$ cat src/design/adc_scan_pkg.sv
package adc_scan_pkg;
   localparam logic [3:0] ADDR_INPUT_SEL = 4'h6;
   localparam logic [3:0] ADDR_CHANNEL_LIST = 4'h7;
   localparam logic [3:0] ADDR_GAP = 4'h8;
   localparam logic [7:0] INPUT_SEL_RESET = 8'h01;
   localparam logic [23:0] CHANNEL_LIST_RESET = 24'h000000;
   localparam logic [23:0] GAP_RESET = 24'h000000;
   localparam logic [1:0] PWR_SHUTDOWN = 2'h0;
   localparam logic [1:0] PWR_STANDBY = 2'h2;
   localparam logic [1:0] PWR_CONVERT = 2'h3;
   localparam logic [1:0] REPEAT_CONT = 2'h3;
   localparam logic [1:0] FORMAT_TAGGED = 2'h3;
   localparam logic [1:0] GAIN_NONE = 2'h0;
   localparam logic [1:0] GAIN_ONE = 2'h1;
   localparam logic [1:0] GAIN_THIRD = 2'h2;
   localparam int TAG_POS = 20;
   localparam int DLY_POS = 20;
   // present list bits per variant: full, two-channel, four-channel
   localparam logic [15:0] LIST_MASK_FULL = 16'hffff;
   localparam logic [15:0] LIST_MASK_TWO = 16'hf103;
   localparam logic [15:0] LIST_MASK_FOUR = 16'hf30f;
endpackage

$ cat src/design/adc_scan_sequencer.sv
`timescale 1ns/10ps
`default_nettype none
module adc_scan_sequencer #(
   parameter logic [15:0] LIST_MASK = adc_scan_pkg::LIST_MASK_FULL
) (
   input wire logic clk_sys,
   input wire logic sys_rst,
   input wire logic regWrite,
   input wire logic [3:0] regAddr,
   input wire logic [23:0] regWdata,
   input wire logic [1:0] conversion_repeat_select,
   input wire logic auto_zero_chop_enable,
   input wire logic [1:0] outputFormat,
   input wire logic pwrWrite,
   input wire logic [1:0] pwrWdata,
   input wire logic convDone,
   input wire logic [23:0] convData,
   output logic convStart,
   output logic [7:0] muxCode,
   output logic [1:0] forcedGain,
   output logic [1:0] powerState,
   output logic scanActive,
   output logic [23:0] result_word,
   output logic dataReady,
   output logic [7:0] input_selection,
   output logic [23:0] channel_list_config,
   output logic [23:0] gapCount
);
   typedef enum logic [1:0] {IDLE, CONV, WAIT_CONV, GAP} state_t;

   function automatic logic [7:0] chanCode(input logic [3:0] idx);
      logic [7:0] c;
      c = 8'h08;
      // internal input codes
      unique case (idx)
         4'hf: c = 8'h88;
         4'he: c = 8'hf8;
         4'hd: c = 8'h98;
         4'hc: c = 8'hde;
         4'hb: c = 8'h67;
         4'ha: c = 8'h45;
         4'h9: c = 8'h23;
         4'h8: c = 8'h01;
         4'h7: c = 8'h78;
         4'h6: c = 8'h68;
         4'h5: c = 8'h58;
         4'h4: c = 8'h48;
         4'h3: c = 8'h38;
         4'h2: c = 8'h28;
         4'h1: c = 8'h18;
         4'h0: c = 8'h08;
      endcase
      return c;
   endfunction

   function automatic logic [1:0] chanGain(input logic [3:0] idx);
      logic [1:0] g;
      g = adc_scan_pkg::GAIN_NONE;
      // only common-mode, supply and temperature force a gain
      unique case (idx)
         4'hf: g = adc_scan_pkg::GAIN_NONE;
         4'he: g = adc_scan_pkg::GAIN_ONE;
         4'hd: g = adc_scan_pkg::GAIN_THIRD;
         4'hc: g = adc_scan_pkg::GAIN_ONE;
         4'hb: g = adc_scan_pkg::GAIN_NONE;
         4'ha: g = adc_scan_pkg::GAIN_NONE;
         4'h9: g = adc_scan_pkg::GAIN_NONE;
         4'h8: g = adc_scan_pkg::GAIN_NONE;
         4'h7: g = adc_scan_pkg::GAIN_NONE;
         4'h6: g = adc_scan_pkg::GAIN_NONE;
         4'h5: g = adc_scan_pkg::GAIN_NONE;
         4'h4: g = adc_scan_pkg::GAIN_NONE;
         4'h3: g = adc_scan_pkg::GAIN_NONE;
         4'h2: g = adc_scan_pkg::GAIN_NONE;
         4'h1: g = adc_scan_pkg::GAIN_NONE;
         4'h0: g = adc_scan_pkg::GAIN_NONE;
      endcase
      return g;
   endfunction

   // highest enabled bit at or below limit; found flag in bit 4
   function automatic logic [4:0] nextBelow(input logic [15:0] list, input logic [4:0] limit);
      logic [4:0] r;
      r = 5'h00;
      for (int i = 0; i < 16; i++) begin
         if (list[i] && (5'(i) <= limit)) begin
            r = {1'b1, 4'(i)};
         end
      end
      return r;
   endfunction

   // sequencer state
   state_t state_q, state_d;
   logic [3:0] idx_q, idx_d;
   logic [23:0] gapCnt_q, gapCnt_d;
   logic [1:0] pwr_q, pwr_d;
   logic start_q, start_d;

   // data path state
   logic [7:0] mux_q, mux_d;
   logic [1:0] gain_q, gain_d;
   logic [23:0] res_q, res_d;
   logic rdy_q, rdy_d;

   // register file state
   logic [7:0] inSel_q, inSel_d;
   logic [23:0] list_q, list_d;
   logic [23:0] gap_q, gap_d;
   logic scanOn;
   logic [4:0] nextIdx;
   logic scanAct_q, scanAct_d;
   logic [15:0] listMasked;

   // tag field position
   localparam int TAG_POS = adc_scan_pkg::TAG_POS;

   assign scanOn = (list_q[15:0] != 16'h0000);

   for (genvar b = 0; b < 16; b++) begin : g_mask
      assign listMasked[b] = regWdata[b] & LIST_MASK[b];
   end

   always_comb begin
      inSel_d = inSel_q;
      list_d = list_q;
      gap_d = gap_q;
      if (regWrite) begin
         unique case (regAddr)
            adc_scan_pkg::ADDR_INPUT_SEL: inSel_d = regWdata[7:0];
            adc_scan_pkg::ADDR_CHANNEL_LIST: list_d = {regWdata[23:16], listMasked};
            adc_scan_pkg::ADDR_GAP: gap_d = regWdata;
            default: ;
         endcase
      end
   end

   always_comb begin
      state_d = state_q;
      idx_d = idx_q;
      gapCnt_d = gapCnt_q;
      pwr_d = pwr_q;
      start_d = 1'b0;
      nextIdx = 5'h00;
      unique case (state_q)
         IDLE: begin
            // power-state writes honoured only outside a cycle
            if (pwrWrite) begin
               pwr_d = pwrWdata;
            end
            if (pwrWrite && pwrWdata == adc_scan_pkg::PWR_CONVERT && scanOn) begin
               // start at most significant enabled bit
               nextIdx = nextBelow(list_q[15:0], 5'h0f);
               idx_d = nextIdx[3:0];
               state_d = CONV;
            end
         end
         CONV: begin
            // one-shot start; converter timing doubles with chopping
            start_d = 1'b1;
            state_d = WAIT_CONV;
         end
         WAIT_CONV: begin
            if (convDone) begin
               nextIdx = nextBelow(list_q[15:0], {1'b0, idx_q} - 5'h01);
               if (idx_q != 4'h0 && nextIdx[4]) begin
                  idx_d = nextIdx[3:0];
                  state_d = CONV;
               end else if (conversion_repeat_select == adc_scan_pkg::REPEAT_CONT) begin
                  gapCnt_d = gap_q;
                  state_d = GAP;
               end else begin
                  // single cycle then standby or shutdown
                  pwr_d = conversion_repeat_select[1] ? adc_scan_pkg::PWR_STANDBY
                                                      : adc_scan_pkg::PWR_SHUTDOWN;
                  state_d = IDLE;
               end
            end
         end
         GAP: begin
            if (gapCnt_q == 24'h000000) begin
               nextIdx = nextBelow(list_q[15:0], 5'h0f);
               idx_d = nextIdx[3:0];
               state_d = CONV;
            end else begin
               gapCnt_d = gapCnt_q - 24'h000001;
            end
         end
      endcase
      // abort when the list is cleared
      if (state_q != IDLE && !scanOn) begin
         state_d = IDLE;
         pwr_d = adc_scan_pkg::PWR_SHUTDOWN;
      end
      scanAct_d = (state_d != IDLE);
   end

   always_comb begin
      mux_d = mux_q;
      gain_d = gain_q;
      unique case (state_q)
         IDLE: begin
            mux_d = inSel_q;
            gain_d = adc_scan_pkg::GAIN_NONE;
         end
         CONV: begin
            mux_d = chanCode(idx_q);
            gain_d = chanGain(idx_q);
         end
         WAIT_CONV, GAP: ;
      endcase
   end

   always_comb begin
      res_d = res_q;
      rdy_d = 1'b0;
      if (state_q == WAIT_CONV && convDone) begin
         res_d = convData;
         rdy_d = 1'b1;
         if (outputFormat == adc_scan_pkg::FORMAT_TAGGED) begin
            res_d[23:TAG_POS] = idx_q;
         end
      end
   end

   // register file
   always_ff @(posedge clk_sys) begin
      if (sys_rst) begin
         inSel_q <= adc_scan_pkg::INPUT_SEL_RESET;
         list_q <= adc_scan_pkg::CHANNEL_LIST_RESET;
         gap_q <= adc_scan_pkg::GAP_RESET;
      end else begin
         inSel_q <= inSel_d;
         list_q <= list_d;
         gap_q <= gap_d;
      end
   end

   always_ff @(posedge clk_sys) begin
      if (sys_rst) begin
         state_q <= IDLE;
         idx_q <= 4'h0;
         gapCnt_q <= 24'h000000;
         pwr_q <= adc_scan_pkg::PWR_SHUTDOWN;
         start_q <= 1'b0;
         scanAct_q <= 1'b0;
      end else begin
         state_q <= state_d;
         idx_q <= idx_d;
         gapCnt_q <= gapCnt_d;
         pwr_q <= pwr_d;
         start_q <= start_d;
         scanAct_q <= scanAct_d;
      end
   end

   // multiplexer and gain registers
   always_ff @(posedge clk_sys) begin
      if (sys_rst) begin
         mux_q <= adc_scan_pkg::INPUT_SEL_RESET;
         gain_q <= adc_scan_pkg::GAIN_NONE;
      end else begin
         mux_q <= mux_d;
         gain_q <= gain_d;
      end
   end

   // result registers
   always_ff @(posedge clk_sys) begin
      if (sys_rst) begin
         res_q <= 24'h000000;
         rdy_q <= 1'b0;
      end else begin
         res_q <= res_d;
         rdy_q <= rdy_d;
      end
   end

   // repeat select is only sampled at cycle end, never restarts
   assign convStart = start_q;
   assign muxCode = mux_q;
   assign forcedGain = gain_q;
   assign powerState = pwr_q;
   assign scanActive = scanAct_q;
   assign result_word = res_q;
   assign dataReady = rdy_q;
   assign input_selection = inSel_q;
   assign channel_list_config = list_q;
   assign gapCount = gap_q;
   logic unusedChop;
   assign unusedChop = auto_zero_chop_enable;
endmodule
`default_nettype wire

$ cat config.mk
export PLATFORM = sky130hd
export DESIGN_NAME = adc_scan_sequencer
export DESIGN_NICKNAME = d
export VERILOG_FILES = /design/src/design/adc_scan_pkg.sv /design/src/design/adc_scan_sequencer.sv
export SDC_FILE = /design/constraint.sdc
export NUM_CORES = 1
export LEC_CHECK = 0
export ABC_AREA = 1
export BUFFER_PORTS_ARGS = -buffer_cell sky130_fd_sc_hd__buf_2
export CORE_MARGIN = 5
export CORE_UTILIZATION = 54
export CTS_CLUSTER_DIAMETER = 200
export CTS_CLUSTER_SIZE = 10
export DETAILED_ROUTE_END_ITERATION = 8
export PLACE_DENSITY_LB_ADDON = 0.1
export SYNTH_ARGS = -nofsm -noshare
export SYNTH_HDL_FRONTEND = slang
export SYNTH_SLANG_ARGS = --single-unit
$ cat constraint.sdc
create_clock -name clk_sys -period 3.4 [get_ports clk_sys]
set_input_delay 0.51 -clock clk_sys [delete_from_list [all_inputs] [get_ports clk_sys]]
set_output_delay 0.51 -clock clk_sys [all_outputs]
set_load 0.01 [all_outputs]
==> results.txt <==
----------------------------------------------------
[Worst setup path]
  Data required time of the critical path ... 3.68 ns
  Critical Path Sink Type ... register
  Startpoint Class ... register
  Critical path class ... reg2reg
  Critical Path Fanout Max ... 32
  Critical path data arrival time ... 3.24 ns
  Setup slack, reg-to-reg ... 0.44 ns

[Power]
  Internal power consumption ... 3093 µW
  Switching power as a share of total power ... 0.3074
  Leakage dissipation ... 0.003841 µW
  Share of total power in combinational logic ... 0.218
  Sw power ... 1373 µW
  Max rail drop VDD ... 0.3969 mV
  Cell Pwr Density ... 567.7 nW/µm²
  Proportion of power drawn by flip-flops and latches ... 0.388
  Clock power frac ... 0.395

[Clock tree]
  Post-CTS repair timing setup buffer count ... 0
  Total CTS buffers ... 17
  # clock sinks ... 135
  Clock-pin slew of the registers on the worst-case setup and hold paths ... 0.06 ns
  Number of hold buffers added after cts ... 0
  Root Buffer ... sky130_fd_sc_hd__clkbuf_16
  CTS H-tree depth ... 4
  Clock tree from TritonCTS ... yes
  Clock insertion delay at the later pin of the skew report ... 0.42 ns
  Clock Path Buffers ... 2
  Post_cts resized ... 0

[Route]
  Final wirelength ... 17.87 mm
  Average via count per standard cell ... 5.293
  Drt drc ... 0
  Post-DR wirelength/cell ... 14.66 µm
  DRC marker count from the first detailed-route iteration ... 362
  Total vias in the final route ... 6452
  Count of TritonRoute iterations in the first routing pass ... 5
  Detail Route Antenna Nets ... 0

[Run]
  Maximum Capacitance Violations ... 0

[Cells and area]
  Number of antenna repair diodes ... 0
  Post-route cell area ... 7866 µm²
  Most frequent standard cell in the layout excluding fill and tap cells ... sky130_fd_sc_hd__nand2_1
  Area used by sequential logic in the layout ... 2703 µm²
  Filler cell count in the final layout ... 1068
  Share of post-route cells with drive strength above 1 ... 0.2277
  Net count, final ... 1134
  Syn-to-layout area delta ... 23.11%
  Multi-input combinational cell area ... 3093 µm²
  Most frequent cells in the layout ... sky130_fd_sc_hd__nand2_1 (190), sky130_fd_sc_hd__buf_2 (157), sky130_fd_sc_hd__dfxtp_1 (135)
  Final cell count without fillers ... 1219

[Floorplan]
  X dimension of the die ... 118.8 µm
  Die height ... 118.8 µm
  Number of top-level design ports ... 159
  Standard-cell rows ... 39
  Die area ... 14110 µm²
  Initial core utilization ... 0.5549
  Standard cell core area ... 11520 µm²

[STA]
  Part of the cycle the worst path needs ... 0.8709
  Worst-case clock skew ... 0.008351 ns
  Fin. Hold Viols ... 0
  Worst-Margin Slew ... 0.6961 ns
  Sum of negative setup slack ... 0 ns
  Pins Over Slew Limit ... 0
  Unrepaired setup endpoints after global routing ... false
  Achievable Freq ... 337.7 MHz
  Final-report setup violation count ... 0
  Final min period ... 2.961 ns
  Remaining max-slew budget at the tightest pin ... 0.5324

[Global routing]
  First-pass GRT wire length ... 29.11 mm
  Largest net degree at the start of global routing ... 54
  Via count of the first global-routing pass ... 5834
  Overflow after GRT ... 0
  Initial antenna violation count ... 0
  GRT Resource Usage Total ... 0.2541

[Placement]
  HPWL Detailed ... 13.15 mm
  Area after DPL ... 7303 µm²
  RePlAce Congestion ... 0.8989
  Number of cells in the design after placement ... 1189
  Input/output buffers ... 157

[Synth]
  Async S/R FF share, synth ... 0
  Proportion of synthesized chip area in sequential cells ... 0.4229
  Number of nets produced by synthesis ... 983
  Mapped Area ... 6390 µm²
  Yosys cell types ... 43
  Number of synthesized flops with an enable pin ... 0
  Number of warnings issued by yosys ... 0
  Dominant register cell in the synthesized netlist ... sky130_fd_sc_hd__dfxtp_1
  Syn_area_per_cell ... 6.991 µm²
  Post-synthesis register bit count ... 135
  Number of cells produced by synthesis ... 914

[Min path]
  Worst hold path type ... in2reg

[Outcome]
  Status ... finished clean

----------------------------------------------------
## registers in the layout (all words and copies together) (netlist names), 2 cells and up, named ones only
signal,flops
input_selection,8
channel_list_config,24
result_word,24
gapCnt_q,24
gapCount,24
state_q,2
idx_q,4
forcedGain,2
powerState,2
muxCode,8
## synthesized netlist by cell type (all sizes together) (2+ instances only)
master	instances	area (µm²)
inv	112	420.4
a211oi	2	20.02
xnor2	2	17.52
a22oi	3	22.52
a21oi	93	469.2
nor4	2	12.51
o21ai	113	569.3
dfxtp	135	2703
buf	5	37.53
nand4	6	37.54
clkbuf	33	123.9
ha	5	62.56
o211ai	13	97.59
nor3	10	55.05
clkinv	3	12.51
o22ai	4	25.02
a31oi	10	62.56
nand3	45	267.8
nand2	207	844.6
a32o	2	20.02
xor2	7	61.31
nor2	95	389.1
## cell type report
type / count / share of cell area
clock inverter: 9 / 0.01304
timing repair buffer: 170 / 0.1139
clock buffer: 21 / 0.05853
tap: 143 / 0.02275
inverter: 115 / 0.05503
multi-input combinational: 626 / 0.3932
sequential: 135 / 0.3436
## stage by stage
stage	utilization	setup slack, ns	power (µW)	hold slack [ns]
after floorplan	-	1.021	2454	0.4056
after global routing	0.6831	0.1464	4691	0.3297
after detailed placement	0.6342	0.5033	2710	0.4215
final	0.6831	0.4391	4465	0.3296
after global placement	0.6342	0.5636	2704	0.4214
after CTS	0.6831	0.4758	4467	0.3178
## final timing paths
kind / cells after the start / endpoint / start
setup reg to reg: 17 / gapCnt_q[6] / idx_q[1]
hold reg to reg: 2 / muxCode[2] / register
hold / removal: 3 / channel_list_config[18] / regWdata[18]
setup / recovery: 17 / gapCnt_q[6] / idx_q[1]
## critical path, stage by stage (launching register included)
cell and delay (ns):
sky130_fd_sc_hd__dfxtp_1 0.34, sky130_fd_sc_hd__inv_1 0.17, sky130_fd_sc_hd__ha_1 0.31, sky130_fd_sc_hd__inv_1 0.10, sky130_fd_sc_hd__nand2_1 0.09, sky130_fd_sc_hd__nand2_2 0.09, sky130_fd_sc_hd__a21oi_1 0.21, sky130_fd_sc_hd__nand2_1 0.09
sky130_fd_sc_hd__a21oi_1 0.26, sky130_fd_sc_hd__a21oi_2 0.07, sky130_fd_sc_hd__nand3_2 0.11, sky130_fd_sc_hd__nand2_4 0.08, sky130_fd_sc_hd__nand3_2 0.08, sky130_fd_sc_hd__nand2_1 0.06, sky130_fd_sc_hd__nand2_2 0.07, sky130_fd_sc_hd__clkinv_2 0.33
sky130_fd_sc_hd__o21ai_0 0.28, sky130_fd_sc_hd__a31oi_1 0.06
## power by group through the flow
stage | Combinational [µW] | Sequential [µW] | Clock [µW]
floorplan | 690 | 1760 | 0
global placement | 945 | 1760 | 0
detailed placement | 948 | 1760 | 0
CTS | 961 | 1730 | 1780
global route | 1090 | 1740 | 1860
finish | 972 | 1730 | 1760
## logic make-up after synthesis
family          count (synthesis)  synth area share
compound gates                244            0.2064
xor+xnor                        9           0.01234
flops                         135            0.4229
simple gates                  368            0.2555
fa+ha+maj                       5          0.009790
buf+inv                       153           0.09301
## per-layer routing
layer	vias to the layer above	global-route usage	share of wire
met5	-	0	0
met4	0	0.08400	0.023
met3	33	0.06734	0.061
met2	193	0.3908	0.45
met1	2933	0.3482	0.46
li1	3293	-	-
Note: power is estimated with default switching activity, not from simulation.
